## src/logic/llc_cfg.svh

```systemverilog
// address map, field positions, reset values and timing counts of the control bank
`ifndef LLC_CFG_SVH
`define LLC_CFG_SVH

// word offsets (byte addresses)
`define OFS_PART_ID      8'h00
`define OFS_RSVD_FOUR    8'h04
`define OFS_LINK_CTRL    8'h08

// arbitrary identification value, not tied to any real part
`define PART_ID_VALUE    32'h0A5C_0001

// field positions, counted from the first (most significant) bit as 00
`define POS_SW_RESET     0
`define POS_BANK_SEL     3
`define POS_BUSY_POL     4
`define POS_TX_EN        5
`define POS_RX_EN        6
`define POS_TX_SRST      10
`define POS_RX_SRST      11
`define POS_LONG_HOLD    14
`define POS_SID_CLR      23
`define POS_PWR_SW       27

// power-on values of the stored control fields
`define RST_TX_EN        1'b1
`define RST_RX_EN        1'b1
`define RST_ZERO         1'b0

// grant hold lengths in clock cycles
`define HOLD_SHORT_CYC   4'h1
`define HOLD_LONG_CYC    4'hA

// serial word length and bank page size
`define WORD_BITS        6'h20
`define PAGE_ADDR_BITS   8

`endif

```

## src/logic/llc_pkg.sv

```systemverilog
// shared carrier types for the link control bank
package llc_pkg;

    // one register bus request, all fields sampled together
    typedef struct packed {
        logic [7:0]  addr;   // byte address
        logic [31:0] wdata;  // write data
        logic        wr;     // write strobe
        logic        rd;     // read strobe
    } reg_req_t;

    // decoded control fields as the block logic uses them
    typedef struct packed {
        logic bank_sel;
        logic busy_all;
        logic tx_en;
        logic rx_en;
        logic long_hold;
        logic pwr_sw;
    } ctl_t;

    // transmit serializer states
    typedef enum logic [0:0] {
        TX_IDLE,
        TX_SEND
    } tx_state_t;

endpackage

```

## src/logic/link_ctrl_regs.sv

```systemverilog
// link control register bank with transmit, receive, busy and grant hold logic
//
// The strobed register port was left to the implementer.
`timescale 1ns/10ps
`include "llc_cfg.svh"

// Overview of operation
// - each byte goes out highest bit first
// - each word goes out highest byte first
// - bit 00:07 sits in top byte lane
// - readable, writable and hardware-updated fields honoured
// - fixed identification word at 00, writes ignored
// - word at 04 reserved, no function
// - control bit 0 issues a device reset
// - bit 3 picks lower or upper RAM half
// - bit 4 forces busy on every packet
// - transmitter idle while bit 5 clear
// - receiver idle while bit 6 clear
// - bit 10 resets transmitter, then self-clears
// - bit 11 resets receiver, then self-clears
// - bit 14 stretches grant hold to ten
// - bit 23 clears self-ID error, self-clears
// - bit 27 drives the power switch pin
// - control bits power up zero except bits 5 and 6, which power up one
// - interrupt bit 7 flags self-ID error; there is no interrupt word here, the flag only drives sid_error_flag
module link_ctrl_regs #(
    parameter int WORD_W = 32  // serial word width
) (
    input  wire logic                   mclk,
    input  wire logic                   nrst,
    input  wire llc_pkg::reg_req_t      bus_req,
    output logic [31:0]                 bus_rdata,
    input  wire logic [7:0]             cpu_data_addr,
    output logic [8:0]                  ram_addr,
    input  wire logic [WORD_W-1:0]      tx_word,
    input  wire logic                   tx_valid,
    output logic                        tx_ready,
    output logic                        tx_arb_req,
    output logic                        tx_bit,
    output logic                        tx_bit_valid,
    input  wire logic                   rx_bit,
    input  wire logic                   rx_bit_valid,
    input  wire logic                   rx_congested,
    output logic [WORD_W-1:0]           rx_word,
    output logic                        rx_word_valid,
    output logic                        busy_ack,
    input  wire logic                   bus_grant,
    output logic                        grant_hold,
    input  wire logic                   sid_error_event,
    output logic                        sid_error_flag,
    output logic                        device_reset,
    output logic                        tx_reset,
    output logic                        rx_reset,
    output logic                        power_switch_output
);

    // position 00 is the top bit of the word, so flip the index
    function automatic logic [4:0] lane(input int pos);
        lane = 5'(31 - pos);
    endfunction

    // byte address decode against one offset
    function automatic logic hit(input logic [7:0] a, input logic [7:0] ofs);
        hit = (a == ofs);
    endfunction

    // stored control fields
    llc_pkg::ctl_t ctl_q;             // writable fields
    logic          sw_reset_q;        // self-clearing device reset
    logic          tx_srst_q;         // self-clearing transmit reset
    logic          rx_srst_q;         // self-clearing receive reset
    logic          sid_clr_q;         // self-clearing error clear
    logic          sid_err_q;         // self-ID error flag
    logic [31:0]   rdata_q;           // read data register
    logic          ctl_wr;            // write to control word
    logic [31:0]   ctl_word;          // control word as read

    assign ctl_wr = bus_req.wr && hit(bus_req.addr, `OFS_LINK_CTRL);

    // writable control fields; everything not listed is dropped
    always_ff @(posedge mclk or negedge nrst) begin
        if (!nrst) begin
            ctl_q.bank_sel  <= `RST_ZERO;
            ctl_q.busy_all  <= `RST_ZERO;
            ctl_q.tx_en     <= `RST_TX_EN;
            ctl_q.rx_en     <= `RST_RX_EN;
            ctl_q.long_hold <= `RST_ZERO;
            ctl_q.pwr_sw    <= `RST_ZERO;
        end else if (ctl_wr) begin
            // reserved positions are simply never stored
            ctl_q.bank_sel  <= bus_req.wdata[lane(`POS_BANK_SEL)];
            ctl_q.busy_all  <= bus_req.wdata[lane(`POS_BUSY_POL)];
            ctl_q.tx_en     <= bus_req.wdata[lane(`POS_TX_EN)];
            ctl_q.rx_en     <= bus_req.wdata[lane(`POS_RX_EN)];
            ctl_q.long_hold <= bus_req.wdata[lane(`POS_LONG_HOLD)];
            ctl_q.pwr_sw    <= bus_req.wdata[lane(`POS_PWR_SW)];
        end
    end

    // self-clearing strobes: set by a write of one, gone next cycle
    always_ff @(posedge mclk or negedge nrst) begin
        if (!nrst) begin
            sw_reset_q <= `RST_ZERO;
            tx_srst_q  <= `RST_ZERO;
            rx_srst_q  <= `RST_ZERO;
            sid_clr_q  <= `RST_ZERO;
        end else begin
            sw_reset_q <= ctl_wr && bus_req.wdata[lane(`POS_SW_RESET)];
            tx_srst_q  <= ctl_wr && bus_req.wdata[lane(`POS_TX_SRST)];
            rx_srst_q  <= ctl_wr && bus_req.wdata[lane(`POS_RX_SRST)];
            sid_clr_q  <= ctl_wr && bus_req.wdata[lane(`POS_SID_CLR)];
        end
    end

    // self-ID error flag; a new error beats a clear in the same cycle
    always_ff @(posedge mclk or negedge nrst) begin
        if (!nrst) begin
            sid_err_q <= `RST_ZERO;
        end else if (sid_error_event) begin
            sid_err_q <= 1'b1;
        end else if (sid_clr_q) begin
            sid_err_q <= 1'b0;
        end
    end

    // control word image; reserved bits stay zero
    always_comb begin
        ctl_word = 32'h0000_0000;
        ctl_word[lane(`POS_SW_RESET)]  = sw_reset_q;
        ctl_word[lane(`POS_BANK_SEL)]  = ctl_q.bank_sel;
        ctl_word[lane(`POS_BUSY_POL)]  = ctl_q.busy_all;
        ctl_word[lane(`POS_TX_EN)]     = ctl_q.tx_en;
        ctl_word[lane(`POS_RX_EN)]     = ctl_q.rx_en;
        ctl_word[lane(`POS_TX_SRST)]   = tx_srst_q;
        ctl_word[lane(`POS_RX_SRST)]   = rx_srst_q;
        ctl_word[lane(`POS_LONG_HOLD)] = ctl_q.long_hold;
        ctl_word[lane(`POS_PWR_SW)]    = ctl_q.pwr_sw;
        // the clear strobe is write-only and reads zero
    end

    // read data one cycle after the strobe, zero otherwise
    always_ff @(posedge mclk or negedge nrst) begin
        if (!nrst) begin
            rdata_q <= 32'h0000_0000;
        end else if (!bus_req.rd) begin
            rdata_q <= 32'h0000_0000;
        end else if (hit(bus_req.addr, `OFS_PART_ID)) begin
            rdata_q <= `PART_ID_VALUE;
        end else if (hit(bus_req.addr, `OFS_LINK_CTRL)) begin
            rdata_q <= ctl_word;
        end else begin
            // reserved word and unmapped addresses read zero
            rdata_q <= 32'h0000_0000;
        end
    end

    assign bus_rdata           = rdata_q;
    assign device_reset        = sw_reset_q;
    assign tx_reset            = tx_srst_q;
    assign rx_reset            = rx_srst_q;
    assign sid_error_flag      = sid_err_q;
    assign power_switch_output = ctl_q.pwr_sw;

    // processor sees 256 bytes; the bank bit picks the RAM half
    assign ram_addr = {ctl_q.bank_sel, cpu_data_addr[`PAGE_ADDR_BITS-1:0]};

    // ---------------- transmitter ----------------
    llc_pkg::tx_state_t  tx_state_q;  // serializer state
    logic [WORD_W-1:0]   tx_shift_q;  // word being shifted out
    logic [5:0]          tx_cnt_q;    // bits left to send

    // a word is only taken while enabled and not in soft reset
    assign tx_ready   = (tx_state_q == llc_pkg::TX_IDLE) && ctl_q.tx_en && !tx_srst_q;
    assign tx_arb_req = (tx_state_q == llc_pkg::TX_SEND);

    // shift top bit first: top byte first, top bit of each byte first
    always_ff @(posedge mclk or negedge nrst) begin
        if (!nrst) begin
            tx_state_q <= llc_pkg::TX_IDLE;
            tx_shift_q <= '0;
            tx_cnt_q   <= 6'h00;
        end else if (tx_srst_q || !ctl_q.tx_en) begin
            // soft reset or disable abandons the word in flight
            tx_state_q <= llc_pkg::TX_IDLE;
            tx_cnt_q   <= 6'h00;
        end else begin
            case (tx_state_q)
                llc_pkg::TX_IDLE: begin
                    if (tx_valid) begin
                        tx_shift_q <= tx_word;
                        tx_cnt_q   <= `WORD_BITS;
                        tx_state_q <= llc_pkg::TX_SEND;
                    end
                end
                llc_pkg::TX_SEND: begin
                    tx_shift_q <= {tx_shift_q[WORD_W-2:0], 1'b0};
                    tx_cnt_q   <= tx_cnt_q - 6'h01;
                    if (tx_cnt_q == 6'h01) begin
                        tx_state_q <= llc_pkg::TX_IDLE;
                    end
                end
                default: begin
                    tx_state_q <= llc_pkg::TX_IDLE;
                end
            endcase
        end
    end

    // serial output registers
    always_ff @(posedge mclk or negedge nrst) begin
        if (!nrst) begin
            tx_bit       <= 1'b0;
            tx_bit_valid <= 1'b0;
        end else begin
            tx_bit       <= tx_shift_q[WORD_W-1];
            tx_bit_valid <= (tx_state_q == llc_pkg::TX_SEND) && ctl_q.tx_en && !tx_srst_q;
        end
    end

    // ---------------- receiver ----------------
    logic [WORD_W-1:0] rx_shift_q;   // assembling word
    logic [5:0]        rx_cnt_q;     // bits gathered so far
    logic              rx_take;      // bit accepted this cycle

    // disabled receiver drops incoming bits
    assign rx_take = rx_bit_valid && ctl_q.rx_en && !rx_srst_q;

    // first bit lands at the top of the word
    always_ff @(posedge mclk or negedge nrst) begin
        if (!nrst) begin
            rx_shift_q    <= '0;
            rx_cnt_q      <= 6'h00;
            rx_word       <= '0;
            rx_word_valid <= 1'b0;
        end else if (rx_srst_q) begin
            rx_cnt_q      <= 6'h00;
            rx_word_valid <= 1'b0;
        end else begin
            rx_word_valid <= 1'b0;
            if (rx_take) begin
                rx_shift_q <= {rx_shift_q[WORD_W-2:0], rx_bit};
                if (rx_cnt_q == `WORD_BITS - 6'h01) begin
                    rx_word       <= {rx_shift_q[WORD_W-2:0], rx_bit};
                    rx_word_valid <= 1'b1;
                    rx_cnt_q      <= 6'h00;
                end else begin
                    rx_cnt_q <= rx_cnt_q + 6'h01;
                end
            end
        end
    end

    // busy answer per finished word: forced or only when congested
    always_ff @(posedge mclk or negedge nrst) begin
        if (!nrst) begin
            busy_ack <= 1'b0;
        end else begin
            busy_ack <= rx_take && (rx_cnt_q == `WORD_BITS - 6'h01)
                        && (ctl_q.busy_all || rx_congested);
        end
    end

    // ---------------- grant hold ----------------
    logic [3:0] hold_cnt_q;  // hold cycles left

    // a grant restarts the hold; long mode gives ten cycles
    always_ff @(posedge mclk or negedge nrst) begin
        if (!nrst) begin
            hold_cnt_q <= 4'h0;
        end else if (bus_grant) begin
            hold_cnt_q <= ctl_q.long_hold ? `HOLD_LONG_CYC : `HOLD_SHORT_CYC;
        end else if (hold_cnt_q != 4'h0) begin
            hold_cnt_q <= hold_cnt_q - 4'h1;
        end
    end

    assign grant_hold = (hold_cnt_q != 4'h0);
endmodule // link_ctrl_regs

```

## config.mk

```make
export PLATFORM = sky130hd
export DESIGN_NAME = link_ctrl_regs
export DESIGN_NICKNAME = d
export VERILOG_FILES = /design/src/logic/llc_pkg.sv /design/src/logic/link_ctrl_regs.sv
export VERILOG_INCLUDE_DIRS = /design/src /design/src/logic
export SDC_FILE = /design/constraint.sdc
export NUM_CORES = 1
export LEC_CHECK = 0
export BUFFER_PORTS_ARGS = -buffer_cell sky130_fd_sc_hd__buf_4
export CORE_ASPECT_RATIO = 1.1
export CORE_MARGIN = 2
export CORE_UTILIZATION = 52
export CTS_CLUSTER_DIAMETER = 30
export DETAILED_ROUTE_END_ITERATION = 8
export PLACE_DENSITY_LB_ADDON = 0.3
export SETUP_SLACK_MARGIN = 0.5
export SLEW_MARGIN = 40
export SYNTH_ARGS = -nofsm -noshare
export SYNTH_HDL_FRONTEND = slang
export SYNTH_SLANG_ARGS = --single-unit
```

## constraint.sdc

```tcl
create_clock -name mclk -period 2.6 [get_ports mclk]
set_clock_uncertainty 0.2 [all_clocks]
set_input_delay 0.13 -clock mclk [delete_from_list [all_inputs] [get_ports mclk]]
set_output_delay 0.13 -clock mclk [all_outputs]
set_load 0.01 [all_outputs]
```

# Yosys cells after proc, flatten, opt, wreduce, memory -nomap -nowiden
# Index checks and enable logic that the tools add are counted.
# word_totals
register_bits	159
out_inout_bits	85
mem_bits_ro	0
n_memories	0
ram_bits	0
latch_bits	0
input_bits	90
# classes
div	0
shift	0
n_bitwise	3
reduce_logical	26
mux	23
eq_ne	5
multipliers	0
n_lt_le_gt_ge	0
n_addsub	3
# op_table
cell	count
$mux 32	4
$pmux 32 s2	1
$mux 6	5
$logic_and 1x1->1	13
$mux 4	3
$pmux 6 s2	1
$eq 8x4->1 const B	1
$logic_not 8->1	1
$mux 1	8
$add 6x1->6 const B	1
$eq 6x1->1 const B	1
$eq 6x5->1 const B	1
$reduce_bool 2->1	3
$sub 6x1->6 const B	1
$reduce_and 2->1	2
$reduce_bool 4->1	1
$sub 4x1->4 const B	1
$logic_not 1->1	3
$ne 3x2->1 const B	1
$not 1->1	3
$reduce_and 3->1	1
$logic_or 1x1->1	2
$ne 2x2->1 const B	1
$pmux 1 s2	1

# Logic depth before layout (Yosys ltp)
# depth
word_depth	4
mapped_depth	5
depth_no_buf	5

# Worst setup path after synthesis
# No wires, ideal clock.
# synth_timing
path_type	register to register
start	register ctl_q[2] (netlist bit)
end	register rx_word[10]
arrival_ps	1614
path_slack_ps	661
stages_incl_launch_ff	6
period_less_slack_ps	1939
required_time_ps	2275
path_cell_list	dfstp_2 -> buf_2 -> nand3b_4 -> nor3_4 -> buf_4 -> mux2_2
# synth_via
elab_chain_len	3
# synth_rtl
item	line	text
start, declared	link_ctrl_regs.sv:68	llc_pkg::ctl_t ctl_q;
$logic_and 1x1->1 (2 in series)	link_ctrl_regs.sv:226	assign rx_take = rx_bit_valid && ctl_q.rx_en && !rx_srst_q;
$reduce_and 3->1 (no line)	n/a	
end signal, assigned	link_ctrl_regs.sv:243	rx_word <= {rx_shift_q[WORD_W-2:0], rx_bit};
end, declared	link_ctrl_regs.sv:44	output logic [WORD_W-1:0] rx_word,
# No other way between the ends.
# A chain may end at the register's enable or synchronous reset.

# Worst setup path in the final report
# layout_timing
start	register rx_cnt_q[0]
end	register rx_word[2]
# layout_via
elab_chain_len	2
# layout_rtl
item	line	text
start, declared	link_ctrl_regs.sv:222	logic [5:0] rx_cnt_q;
start signal, assigned	link_ctrl_regs.sv:247	rx_cnt_q <= rx_cnt_q + 6'h01;
$eq 6x5->1	link_ctrl_regs.sv:242	if (rx_cnt_q == `WORD_BITS - 6'h01) begin
$reduce_and 3->1 (no line)	n/a	
# No other way between the ends.

==> impl_metrics.py <==
metrics = {
    "logic_synthesis": {
        "yosys_warnings": 0,
        "ys_types": 42,
        "synth-edff-count": 0,
        "synth.top_cells.by_count": "135 x dfrtp_1, 131 x mux2_2, 34 x buf_4, 12 x a21oi_1",
        "synth_top_family_by_area": "multiplexers",
        "yosysSeqAreaShare_pct": 57.4,
        "synth_xor_area_share_pct": 0.878,
        "synth-adder-area-share_pct": 1.05,
        "synth_simple_gate_area_share_pct": 6.63,
        "syn_area_mm2": 0.00598,
        "synth_top_area_cell": "dfrtp_1",
        "ys_top_cells_by_area": "dfrtp_1 56%, mux2_2 25%, buf_4 4.3%",
        "synth-main-ff-cell": "dfrtp_1",
        "yosysTopAreaCellShare_pct": 56.5,
        "async_reset_ff_share_pct": 100,
        "post-synth-top-count-cell": "dfrtp_1",
        "synth_seq_cells": 137,
        "syn_area_per_cell_um2": 13.8,
        "netlist_instances": 435,
        "synth-compound-area-share_pct": 2.99,
        "synthMuxAreaShare_pct": 25.0,
    },
    "global_routing": {
        "grt_pass1_vias": 3986,
        "antenna_found_initial": 0,
        "grt_util_all_layers_pct": 19.4,
        "grt_pass1_wl_um": 18700,
        "grt_max_degree": 57,
        "grt_overflow_total": 0,
    },
    "sta": {
        "slew_violations": 0,
        "relSlewSlack_pct": 66.3,
        "min_period_ns": 1.99,
        "hold_viol_final": 0,
        "tns_ns": 0,
        "rsz0062_at_grt": "no",
        "worst-slew-pin-transition_ns": 0.501,
        "setup_viol": 0,
        "fmax_ghz": 0.502,
        "fin_crit_sh_pct": 76.6,
    },
    "floorplanning": {
        "die_w_um": 106,
        "std_cell_rows": 41,
        "initial_core_util_pct": 52.8,
        "pin_count": 175,
        "core-area_mm2": 0.0113,
        "die_area_mm2": 0.0124,
        "die_y_um": 116,
    },
    "place": {
        "gp_congestion": 0.741,
        "port_buffers": 117,
        "hpwl_um": 6970,
    },
    "layout": {
        "nets": 696,
        "diodes": 0,
        "fillers": 769,
        "syn_to_final_growth_pct": 34.9,
        "drive_gt1_share_pct": 49.0,
    },
    "clocking": {
        "clk_path_buf_depth": 2,
        "cts.clk_slew.worst_paths_ns": 0.06,
        "clock-root-buffer": "clkbuf_16",
        "cts_tree": "done",
        "numCtsBuffers": 17,
        "cts_max_level": 4,
        "clock-sinks": 137,
        "clk_latency_ns": 0.40,
        "post-cts-setup-buffer-count": 0,
    },
    "detailed_routing": {
        "ant_nets": 0,
        "drc": 0,
        "routed_via_density": 4.97,
        "dr.pass1.iters": 4,
        "via_count": 3799,
        "totalWireLength_um": 11100,
        "wl_per_cell_um": 14.6,
        "drt_iter0_markers": 234,
    },
    "setup_path": {
        "cp.required_ns": 2.69,
        "critPathKind": "reg -> reg",
        "worst-path-max-fanout": 34,
        "crit_arrival_ns": 2.08,
        "worstSetupEndpointType": "register",
        "startpoint_type": "register",
    },
    "power_and_ir_drop": {
        "leakagePower_nw": 4.02,
        "power.density_mw_per_mm2": 642,
        "vdd_drop_max_uv": 587,
        "p_total_mw": 5.18,
    },
    "min_path": {
        "hold_class": "in -> async",
    },
    "run": {
        "drv_cap": 0,
    },
    "status": {
        "status": "completed",
    },
}
cell usage in the layout, fill, tap and decap left out, types with 2 or more instances in the layout:
cell / n
nand2b_1: 5
buf_12: 2
o21a_1: 3
xor2_1: 2
o21ai_0: 7
conb_1: 19
a21oi_1: 12
nor2_1: 10
clkbuf_8: 2
nor2b_1: 4
ha_1: 5
dfstp_2: 2
nand3_1: 3
o31a_1: 2
xnor2_1: 4
or3_1: 3
and2_1: 6
mux2_2: 131
inv_6: 3
bufinv_16: 4
nor3b_1: 3
and2_2: 4
nor3_1: 5
a31oi_1: 2
inv_1: 11
clkinv_2: 2
buf_4: 119
nand2_1: 9
clkinv_4: 4
clkbuf_16: 17
dlygate4sd3_1: 54
nor3_4: 2
dfrtp_1: 134
what timing repair did:
item | 4_1_cts | 5_1_grt
resized for setup | 2 | 3
hold buffers | 54 | 0
pin swaps | 0 | 0
endpoints found under the hold margin | 209 | 0
gates cloned | 0 | 0
endpoints found under the setup margin | 33 | 49
cell families (layout without fill, tap and decap cells):
logic type,after synthesis,after routing
flops,137,137
mux,133,133
simple gates,64,64
buf+inv,59,220
compound gates,30,30
xor+xnor,6,6
fa+ha+maj,5,5
other cells,1,19
critical path: stages (launching register included):
cell	delay, ns
dfrtp_1	0.41
ha_1	0.23
nand2b_1	0.17
nor3_4	0.21
buf_8	0.28
mux2_2	0.37
power breakdown:
group          switching [mW]  internal (mW)
clock network           0.899           1.67
registers              0.0438           2.19
logic                   0.161          0.219
total                    1.10           4.08
through the flow:
step / instance area [um^2] / instances / util (%) / hold slack (ns) / worst slack, ns
6_report: 8070 / 764 / 71.2 / 0.0263 / 0.608
2_1_floorplan: 6050 / 453 / - / -0.366 / 0.661
3_5_place_dp: 6870 / 678 / 60.6 / -0.0992 / 0.505
4_1_cts: 8070 / 764 / 71.2 / 0.00675 / 0.544
3_3_place_gp: 6870 / 678 / 60.6 / -0.106 / 0.572
5_1_grt: 8070 / 764 / 71.2 / 0.0253 / 0.523
per-layer routing:
layer  up-vias  part of all wire (%)  track usage [%]  routed length [um]
met2        87                    52             34.4                5830
met5         -                     0                0                   0
met3        14                   4.5             5.41                 501
met1      1896                    42             22.7                4660
met4         0                   1.3             7.02                 147
li1       1802                     -                -                   -
flip-flops by register name (all words and copies together), names as in the netlist, 4 cells and up:
name / flops
rx_cnt_q: 6
tx_cnt_q: 6
bus_rdata: 10
rx_word: 32
rx_shift_q: 31
hold_cnt_q: 4
ctl_q: 4
tx_shift_q: 32
area by class of cell:
cell class | count | area [um^2] | share of cell area (%)
multi-input combinational | 257 | 2270 | 28.1
timing repair buffer | 177 | 1500 | 18.6
clock buffer | 19 | 453 | 5.61
tap | 150 | 188 | 2.33
clock inverter | 13 | 191 | 2.37
sequential | 137 | 3430 | 42.5
inverter | 11 | 41.3 | 0.512
worst paths after layout:
check | startpoint | to | slack, ns | cells past startpoint
setup / recovery | rx_cnt_q[0] | rx_word[2] | 0.61 | 5
hold / removal | nrst | hold_cnt_q[2] | 0.03 | 2
setup reg to reg | rx_cnt_q[0] | rx_word[2] | 0.61 | 5
hold reg to reg | tx_shift_q[31] | tx_bit | 0.17 | 0
max in group asynchronous | nrst | rx_shift_q[16] | 1.38 | 3
min in group mclk | bus_req[40] | bus_rdata[21] | 0.03 | 4
No activity file was read; power rests on OpenSTA's default activity.
